===== config.mk =====
export PLATFORM = sky130hd
export DESIGN_NAME = vst_timing_outputs
export DESIGN_NICKNAME = d
export VERILOG_FILES = /design/src/hdl/vst_pkg.sv /design/src/hdl/vst_edge_sync.sv /design/src/hdl/vst_timing_outputs.sv
export SDC_FILE = /design/constraint.sdc
export NUM_CORES = 1
export LEC_CHECK = 0
export BUFFER_PORTS_ARGS = -buffer_cell sky130_fd_sc_hd__buf_2
export CORE_ASPECT_RATIO = 1.25
export CORE_MARGIN = 10
export CORE_UTILIZATION = 55
export DETAILED_ROUTE_END_ITERATION = 8
export GPL_TIMING_DRIVEN = 1
export PLACE_DENSITY = 0.74
export SLEW_MARGIN = 40
export SYNTH_ARGS = -nofsm -noshare
export SYNTH_HDL_FRONTEND = slang
export SYNTH_HIERARCHICAL = 1
export SYNTH_SLANG_ARGS = --single-unit

===== constraint.sdc =====
create_clock -name clock -period 4.1 [get_ports clock]
set_clock_uncertainty 0.15 [all_clocks]
set_input_delay 0.615 -clock clock [delete_from_list [all_inputs] [get_ports clock]]
set_output_delay 0.615 -clock clock [all_outputs]
set_load 0.02 [all_outputs]

===== src/hdl/vst_pkg.sv =====
// shared constants and types for the video sync timing outputs
package vst_pkg;

    // ************************************************************
    // format classes and carriers
    // ************************************************************
    typedef enum logic [1:0]
    {
        VST_SD = 2'b00,
        VST_ED = 2'b01,
        VST_HD = 2'b11
    } vst_class_e;

    typedef struct packed
    {
        vst_class_e fmt_class;
        logic       interlaced;
    } vst_fmt_s;

    typedef struct packed
    {
        logic line_sync;
        logic field_sync;
        logic back_porch_gate;
        logic field_parity;
        logic line_count_serial;
    } vst_out_s;

    // ************************************************************
    // timing
    // ************************************************************
    localparam int CLK_MHZ = 125;

    function automatic int ns_to_cyc(input int ns);
        int c;
        c = (ns * CLK_MHZ + 999) / 1000;
        return (c < 1) ? 1 : c;
    endfunction

    localparam int BP_DELAY_NS    = 200;
    localparam int BP_SD_WIDTH_NS = 2240;
    localparam int BP_ED_WIDTH_NS = 1120;
    localparam int BP_HD_WIDTH_NS = 560;
    localparam int NO_VIDEO_NS    = 200000;

    localparam int BP_DELAY_CYC    = ns_to_cyc(BP_DELAY_NS);
    localparam int BP_SD_WIDTH_CYC = ns_to_cyc(BP_SD_WIDTH_NS);
    localparam int BP_ED_WIDTH_CYC = ns_to_cyc(BP_ED_WIDTH_NS);
    localparam int BP_HD_WIDTH_CYC = ns_to_cyc(BP_HD_WIDTH_NS);
    localparam int NO_VIDEO_CYC    = ns_to_cyc(NO_VIDEO_NS);

    // ************************************************************
    // line count framing
    // ************************************************************
    localparam int LINE_CNT_W  = 11;
    localparam int VF_FIRST    = 3;
    localparam int VF_LAST     = VF_FIRST + LINE_CNT_W - 1;
    localparam int FIELD_LINES = 3;

    // ************************************************************
    // reset values
    // ************************************************************
    localparam vst_out_s OUT_RESET = 5'b11111;

endpackage


===== src/hdl/vst_edge_sync.sv =====
// two-flop synchroniser with edge detection
`timescale 1ns/1ps
module vst_edge_sync
(
    // clock and reset
    input  wire logic clock,
    input  wire logic rst,
    // asynchronous input
    input  wire logic async_in,
    // synchronised level and edges
    output logic      level,
    output logic      rise,
    output logic      fall
);
    logic meta;
    logic sync;
    logic prev;

    // only sync reads meta
    always_ff @(posedge clock)
    begin
        if (rst)
        begin
            meta <= 1'b0;
            sync <= 1'b0;
            prev <= 1'b0;
        end
        else
        begin
            meta <= async_in;
            sync <= meta;
            prev <= sync;
        end
    end

    assign level = sync;
    assign rise  = sync & ~prev;
    assign fall  = ~sync & prev;

endmodule // vst_edge_sync


===== src/hdl/vst_timing_outputs.sv =====
// timing outputs of the sync separator, from sliced sync events
// What this block does
// - line sync falls on each sliced sync leading edge 3/4 line or more after the last one, after a fixed delay.
// - in vertical interval, line sync rising edges follow broad serration pulses.
// - field sync falls at the first broad serration pulse, after a delay.
// - field sync stays low about three line periods.
// - back-porch gate pulses low, fixed width, after each sync pulse.
// - SD gate starts after sync rising edge, wide enough for burst.
// - SD gate is shortened during the vertical interval.
// - ED gate behaves like SD but always uses the short width.
// - HD gate starts after tri-level trailing fall, with narrowest width.
// - interlaced parity high in field 1, low in field 2.
// - in interlaced formats, parity changes only at the field sync falling edge.
// - progressive formats hold parity high.
// - line syncs per field are counted and sent as 11-bit binary.
// - bits go out on 11 line edges from the 3rd after field sync.
// - serial output outside the 11 bit times holds the last bit sent.
// - line syncs during field sync are not counted.
// - counts come out as input line totals minus the field sync lines.
// - without video, line, field and gate outputs stay high.
`timescale 1ns/1ps
module vst_timing_outputs
#(
    parameter int PER_W        = 16,
    parameter int NO_VIDEO_CYC = vst_pkg::NO_VIDEO_CYC
)
(
    // clock and reset
    input  wire logic              clock,
    input  wire logic              rst,
    // sliced sync from the slicer, asynchronous
    input  wire logic              sync_tip_in,
    input  wire logic              sync_pos_in,
    // format from the detector, same clock
    input  wire vst_pkg::vst_fmt_s fmt,
    // timing outputs
    output vst_pkg::vst_out_s      sync_out
);
    // ************************************************************
    // checks and types
    // ************************************************************
    if (PER_W < 14 || PER_W > 28)
    begin : g_bad_per_w
        $error("PER_W must be 14 to 28");
    end
    if (NO_VIDEO_CYC < 2 || NO_VIDEO_CYC >= (1 << 20))
    begin : g_bad_no_video
        $error("NO_VIDEO_CYC out of range");
    end

    typedef enum logic [1:0]
    {
        BP_IDLE  = 2'b00,
        BP_DELAY = 2'b01,
        BP_GATE  = 2'b11
    } vst_bp_e;

    localparam int VS_W = PER_W + 2;

    function automatic logic [PER_W-1:0] sat_inc(input logic [PER_W-1:0] v);
        return (&v) ? v : v + 1'b1;
    endfunction

    // ************************************************************
    // input sync
    // ************************************************************
    logic tip;
    logic tip_rise;
    logic tip_fall;
    logic pos_fall;

    vst_edge_sync u_tip
    (
        .clock    (clock),
        .rst      (rst),
        .async_in (sync_tip_in),
        .level    (tip),
        .rise     (tip_rise),
        .fall     (tip_fall)
    );

    vst_edge_sync u_pos
    (
        .clock    (clock),
        .rst      (rst),
        .async_in (sync_pos_in),
        .level    (),
        .rise     (),
        .fall     (pos_fall)
    );

    // ************************************************************
    // state
    // ************************************************************
    // one flop per output, so no packed struct has several drivers
    logic                    line_sync;
    logic                    field_sync;
    logic                    back_porch_gate;
    logic                    field_parity;
    logic                    line_count_serial;
    logic                    have_lead;
    logic [PER_W-1:0]        since_lead;
    logic [PER_W-1:0]        line_period;
    logic [PER_W-1:0]        tip_time;
    logic [19:0]             idle_cnt;
    logic [VS_W-1:0]         vs_cnt;
    logic [vst_pkg::LINE_CNT_W-1:0] line_cnt;
    logic [vst_pkg::LINE_CNT_W-1:0] captured;
    logic [3:0]              edge_idx;
    vst_bp_e                 bp_state;
    logic [PER_W-1:0]        bp_cnt;

    // ************************************************************
    // decode
    // ************************************************************
    wire       present     = idle_cnt < 20'(NO_VIDEO_CYC);
    wire [PER_W-1:0] quarter = line_period >> 2;
    // half-line equalising and broad pulses must not restart the line
    wire       accept_lead = tip_rise && (line_period == '0 || since_lead >= line_period - quarter);
    wire       in_vs       = ~field_sync;
    wire       broad       = tip && line_period != '0 && tip_time == quarter && !in_vs;
    wire       vs_start    = broad && present;
    wire       field_one   = since_lead < (line_period >> 1);
    wire [3:0] next_edge   = (edge_idx == 4'hf) ? edge_idx : edge_idx + 4'h1;
    wire       vf_active   = next_edge >= 4'(vst_pkg::VF_FIRST) && next_edge <= 4'(vst_pkg::VF_LAST);
    wire [3:0] vf_bit      = 4'(vst_pkg::VF_LAST) - next_edge;
    wire       bp_trigger  = (fmt.fmt_class == vst_pkg::VST_HD) ? pos_fall : tip_fall;
    wire [PER_W-1:0] bp_width =
        (fmt.fmt_class == vst_pkg::VST_HD) ? PER_W'(vst_pkg::BP_HD_WIDTH_CYC) :
        (fmt.fmt_class == vst_pkg::VST_ED || in_vs) ? PER_W'(vst_pkg::BP_ED_WIDTH_CYC) :
        PER_W'(vst_pkg::BP_SD_WIDTH_CYC);
    wire [VS_W-1:0] vs_len = VS_W'(line_period) * VS_W'(vst_pkg::FIELD_LINES);

    // ************************************************************
    // line timing measurement
    // ************************************************************
    always_ff @(posedge clock)
    begin
        if (rst)
        begin
            since_lead  <= '0;
            line_period <= '0;
            tip_time    <= '0;
            idle_cnt    <= '0;
            have_lead   <= 1'b0;
        end
        else
        begin
            since_lead <= accept_lead ? PER_W'(1) : sat_inc(since_lead);
            // time since reset is no line period: wait for a second lead
            if (accept_lead)
                have_lead <= 1'b1;
            if (accept_lead && !in_vs && have_lead)
                line_period <= since_lead;
            tip_time <= tip_rise ? '0 : (tip ? sat_inc(tip_time) : tip_time);
            if (tip_rise || tip_fall)
                idle_cnt <= '0;
            else if (present)
                idle_cnt <= idle_cnt + 20'h1;
        end
    end

    // ************************************************************
    // line sync and field sync
    // ************************************************************
    always_ff @(posedge clock)
    begin
        if (rst)
        begin
            line_sync  <= vst_pkg::OUT_RESET.line_sync;
            field_sync <= vst_pkg::OUT_RESET.field_sync;
            vs_cnt     <= '0;
        end
        else
        begin
            // pin to output is three clocks: two sync flops and this one
            if (!present)
                line_sync <= 1'b1;
            else if (accept_lead)
                line_sync <= 1'b0;
            else if (tip_fall)
                line_sync <= 1'b1;
            if (!present)
            begin
                field_sync <= 1'b1;
                vs_cnt     <= '0;
            end
            else if (vs_start)
            begin
                field_sync <= 1'b0;
                vs_cnt     <= vs_len;
            end
            else if (in_vs)
            begin
                vs_cnt <= vs_cnt - 1'b1;
                if (vs_cnt <= VS_W'(1))
                    field_sync <= 1'b1;
            end
        end
    end

    // ************************************************************
    // field parity
    // ************************************************************
    // in interlaced formats, moves only together with the field sync leading edge
    always_ff @(posedge clock)
    begin
        if (rst)
            field_parity <= vst_pkg::OUT_RESET.field_parity;
        else if (!fmt.interlaced)
            field_parity <= 1'b1;
        else if (vs_start)
            field_parity <= field_one;
    end

    // ************************************************************
    // line count and serial output
    // ************************************************************
    always_ff @(posedge clock)
    begin
        if (rst)
        begin
            line_cnt                <= '0;
            captured                <= '0;
            edge_idx                <= 4'hf;
            line_count_serial       <= vst_pkg::OUT_RESET.line_count_serial;
        end
        else if (vs_start)
        begin
            captured <= line_cnt;
            line_cnt <= '0;
            edge_idx <= '0;
        end
        else if (accept_lead)
        begin
            if (!in_vs)
                line_cnt <= line_cnt + 1'b1;
            edge_idx <= next_edge;
            // outside the bit times the last bit just stays
            if (vf_active)
                line_count_serial <= captured[vf_bit];
        end
    end

    // ************************************************************
    // back porch gate
    // ************************************************************
    always_ff @(posedge clock)
    begin
        if (rst)
        begin
            bp_state              <= BP_IDLE;
            bp_cnt                <= '0;
            back_porch_gate       <= vst_pkg::OUT_RESET.back_porch_gate;
        end
        else
        begin
            case (bp_state)
                BP_IDLE:
                    if (bp_trigger && present)
                    begin
                        bp_state <= BP_DELAY;
                        bp_cnt   <= PER_W'(vst_pkg::BP_DELAY_CYC);
                    end
                BP_DELAY:
                    if (bp_cnt <= PER_W'(1))
                    begin
                        bp_state              <= BP_GATE;
                        bp_cnt                <= bp_width;
                        back_porch_gate       <= 1'b0;
                    end
                    else
                        bp_cnt <= bp_cnt - 1'b1;
                BP_GATE:
                    if (bp_cnt <= PER_W'(1) || !present)
                    begin
                        bp_state              <= BP_IDLE;
                        back_porch_gate       <= 1'b1;
                    end
                    else
                        bp_cnt <= bp_cnt - 1'b1;
                default:
                    bp_state <= BP_IDLE;
            endcase
        end
    end

    // ************************************************************
    // output carrier
    // ************************************************************
    assign sync_out = '{
        line_sync:         line_sync,
        field_sync:        field_sync,
        back_porch_gate:   back_porch_gate,
        field_parity:      field_parity,
        line_count_serial: line_count_serial
    };

endmodule // vst_timing_outputs


==> results.sh <==
export IMPL_status="finished with violations"
export IMPL_violations="setup timing"
export IMPL_final_setup_worst_slack_ns=-0.105
export IMPL_ant_nets=0
export IMPL_synthCells=1074
export IMPL_vias=7788
export IMPL_die_h_um=162
export IMPL_nets=1214
export IMPL_cp_data_required_time_ns=4.25
export IMPL_die_w_um=133
export IMPL_start_util=0.564
export IMPL_crit_chain="inv_2 > ha_4 > nor2b_4 > o21ai_2 > a21oi_2 > buf_4 > o41ai_2 > buf_4 > buf_4 > nand3b_1 > a21oi_1 > xor2_1 > ha_1 > or2_2 > a31oi_2 > a31oi_4 > a41o_4 > buf_12 > clkbuf_16 > a311o_1"
export IMPL_wirelength_mm=22.4
export IMPL_clock_root_buffer="clkbuf_16"
export IMPL_clock_sinks=142
export IMPL_fillCellCount=1279
export IMPL_cellLeakagePower_uw=0.00448
export IMPL_drc=0
export IMPL_design_core_area_mm2=0.0156
export IMPL_ys_warn_count=6
export IMPL_power_density_mw_per_mm2=324
export IMPL_arrival_ns=4.36
export IMPL_grt_pass1_vias=7460
export IMPL_grt_pass1_wl_mm=35.8
export IMPL_rsz0062_at_grt="yes"
export IMPL_tightestPinTransition_ns=0.836
export IMPL_final_cell_area_mm2=0.0104
export IMPL_cts_htree_levels=4
export IMPL_grt_overflow=0
export IMPL_cts_tree="done"
export IMPL_path_class="reg -> reg"
export IMPL_clk_insertion_delay_late_ns=0.43
export IMPL_antennaDiodeCount=0
export IMPL_synth_fp_nets=1163
export IMPL_endpoint_kind="flip-flop"
export IMPL_cpMostUsedCell="buf_4"
export IMPL_fin_crit_ns=4.20
export IMPL_synth_area_mm2=0.00881
export IMPL_numCtsBuffers=17
export IMPL_wire_per_inst_um=16.6
export IMPL_ios=12
export IMPL_relSlewSlack=0.438
export IMPL_final_util=0.666
export IMPL_cp_start_kind="flip-flop"
export IMPL_dr_pass1_iters=5
export IMPL_cap_violations=0
export IMPL_placementRows=51
export IMPL_dr_first_iter_drc_count=577
export IMPL_cp_top_family="compound AO/OA/AOI/OAI gates"
export IMPL_cp_max_fo=5
export IMPL_slew_violations=0
export IMPL_drive_gt1_frac=0.135
export IMPL_gp_congestion=0.930
export IMPL_dieArea_mm2=0.0215
export IMPL_io_buffers=11
export IMPL_avgViaCountPerCell=5.78
export IMPL_path_clk_slew_ns=0.06
export IMPL_tns_ns=-1.31
export IMPL_antenna_found_initial=0
export IMPL_fin_crit_sh=1.03
export IMPL_finalPower_uw=3370
export IMPL_syn_to_final_growth_pct=18.0
export IMPL_grt_usage=0.199
export IMPL_dp_hpwl_mm=15.3
export IMPL_placed_area_mm2=0.00939
export IMPL_vdd_drop_max_v=0.000280
export IMPL_crit_slowest_cell="dfxtp_2"
export IMPL_critPathMaxStageDelay_ns=0.33
export IMPL_max_freq_ghz=0.238
export IMPL_r2r_slack_ns=-0.10
export IMPL_min_path_type="in -> reg"
export IMPL_grt_max_degree=36
export IMPL_cp_num_buf_inv=6
export IMPL_hold_viol_final=0
export IMPL_cts_buffer_depth=2
export IMPL_setup_viol=41
export IMPL_synth_avg_cell_area_um2=8.21
## placed cells by master (no fill, tap or decap), types with 33 or more instances in the layout
master and instances:
o21ai_0 33, inv_1 43, nand3_1 35, ha_1 76, nor3_1 41, nand2_1 91
nor2_1 130, buf_4 53, dfxtp_1 141, xor2_1 64, a21oi_1 51, xnor2_1 36
## area by class of cell
| type | count | area, um^2 | share of cell area |
|---|---|---|---|
| timing repair buffer | 74 | 681 | 0.0654 |
| clock inverter | 8 | 118 | 0.0113 |
| tap | 212 | 265 | 0.0255 |
| inverter | 44 | 165 | 0.0159 |
| clock buffer | 21 | 450 | 0.0433 |
| sequential | 142 | 2840 | 0.273 |
| multi-input combinational | 846 | 5880 | 0.565 |
## state kept, by name, summed over array words and instances (netlist names), 2 cells and up
| name | cells |
|---|---|
| since_lead | 16 |
| line_cnt | 11 |
| bp_state | 2 |
| line_period | 16 |
| bp_cnt | 16 |
| captured | 11 |
| vs_cnt | 18 |
| idle_cnt | 20 |
| tip_time | 16 |
| edge_idx | 4 |
## final timing paths
path,start,end,depth (start not counted)
setup / recovery,line_period[3],edge_idx[0],20
hold / removal,sync_tip_in,u_tip/meta,2
hold reg to reg,u_tip/meta,u_tip/level,1
setup reg to reg,line_period[3],edge_idx[0],20
## worst register-to-register path, cell delays in order (launching register included)
cell	delay, ns
dfxtp_2	0.33
inv_2	0.05
ha_4	0.22
nor2b_4	0.12
o21ai_2	0.17
a21oi_2	0.09
buf_4	0.14
o41ai_2	0.22
buf_4	0.17
buf_4	0.09
nand3b_1	0.09
a21oi_1	0.21
xor2_1	0.23
ha_1	0.26
or2_2	0.29
a31oi_2	0.25
a31oi_4	0.06
a41o_4	0.33
buf_12	0.16
clkbuf_16	0.15
a311o_1	0.30
## through the flow
step                      hold slack (ns)  worst slack, ns  instances
after floorplan                     0.264          -0.0289       1074
after global placement              0.267          -0.0725       1306
after detailed placement            0.278           -0.220       1306
after CTS                           0.247           0.0158       1336
after global routing                0.249           -0.185       1347
final                               0.257           -0.105       1347
## power by group
group          leakage, uW  internal [uW]  switching [uW]
logic              0.00306            166             224
clock network     0.000278            958             584
registers          0.00115           1410            29.7
## per-layer routing
layer,global-route usage,part of all wire
met1,0.222,0.42
met2,0.354,0.50
met3,0.0366,0.034
met4,0.101,0.045
met5,0,0
## timing repair
action | 4_1_cts | 5_1_grt
gates resized for setup | 12 | 42
setup buffers | 0 | 7
gates cloned | 1 | 4
hold buffers | 0 | 0
pin swaps | 2 | 36
setup endpoints to repair | 47 | 48
(Power assumes the default switching activity.)
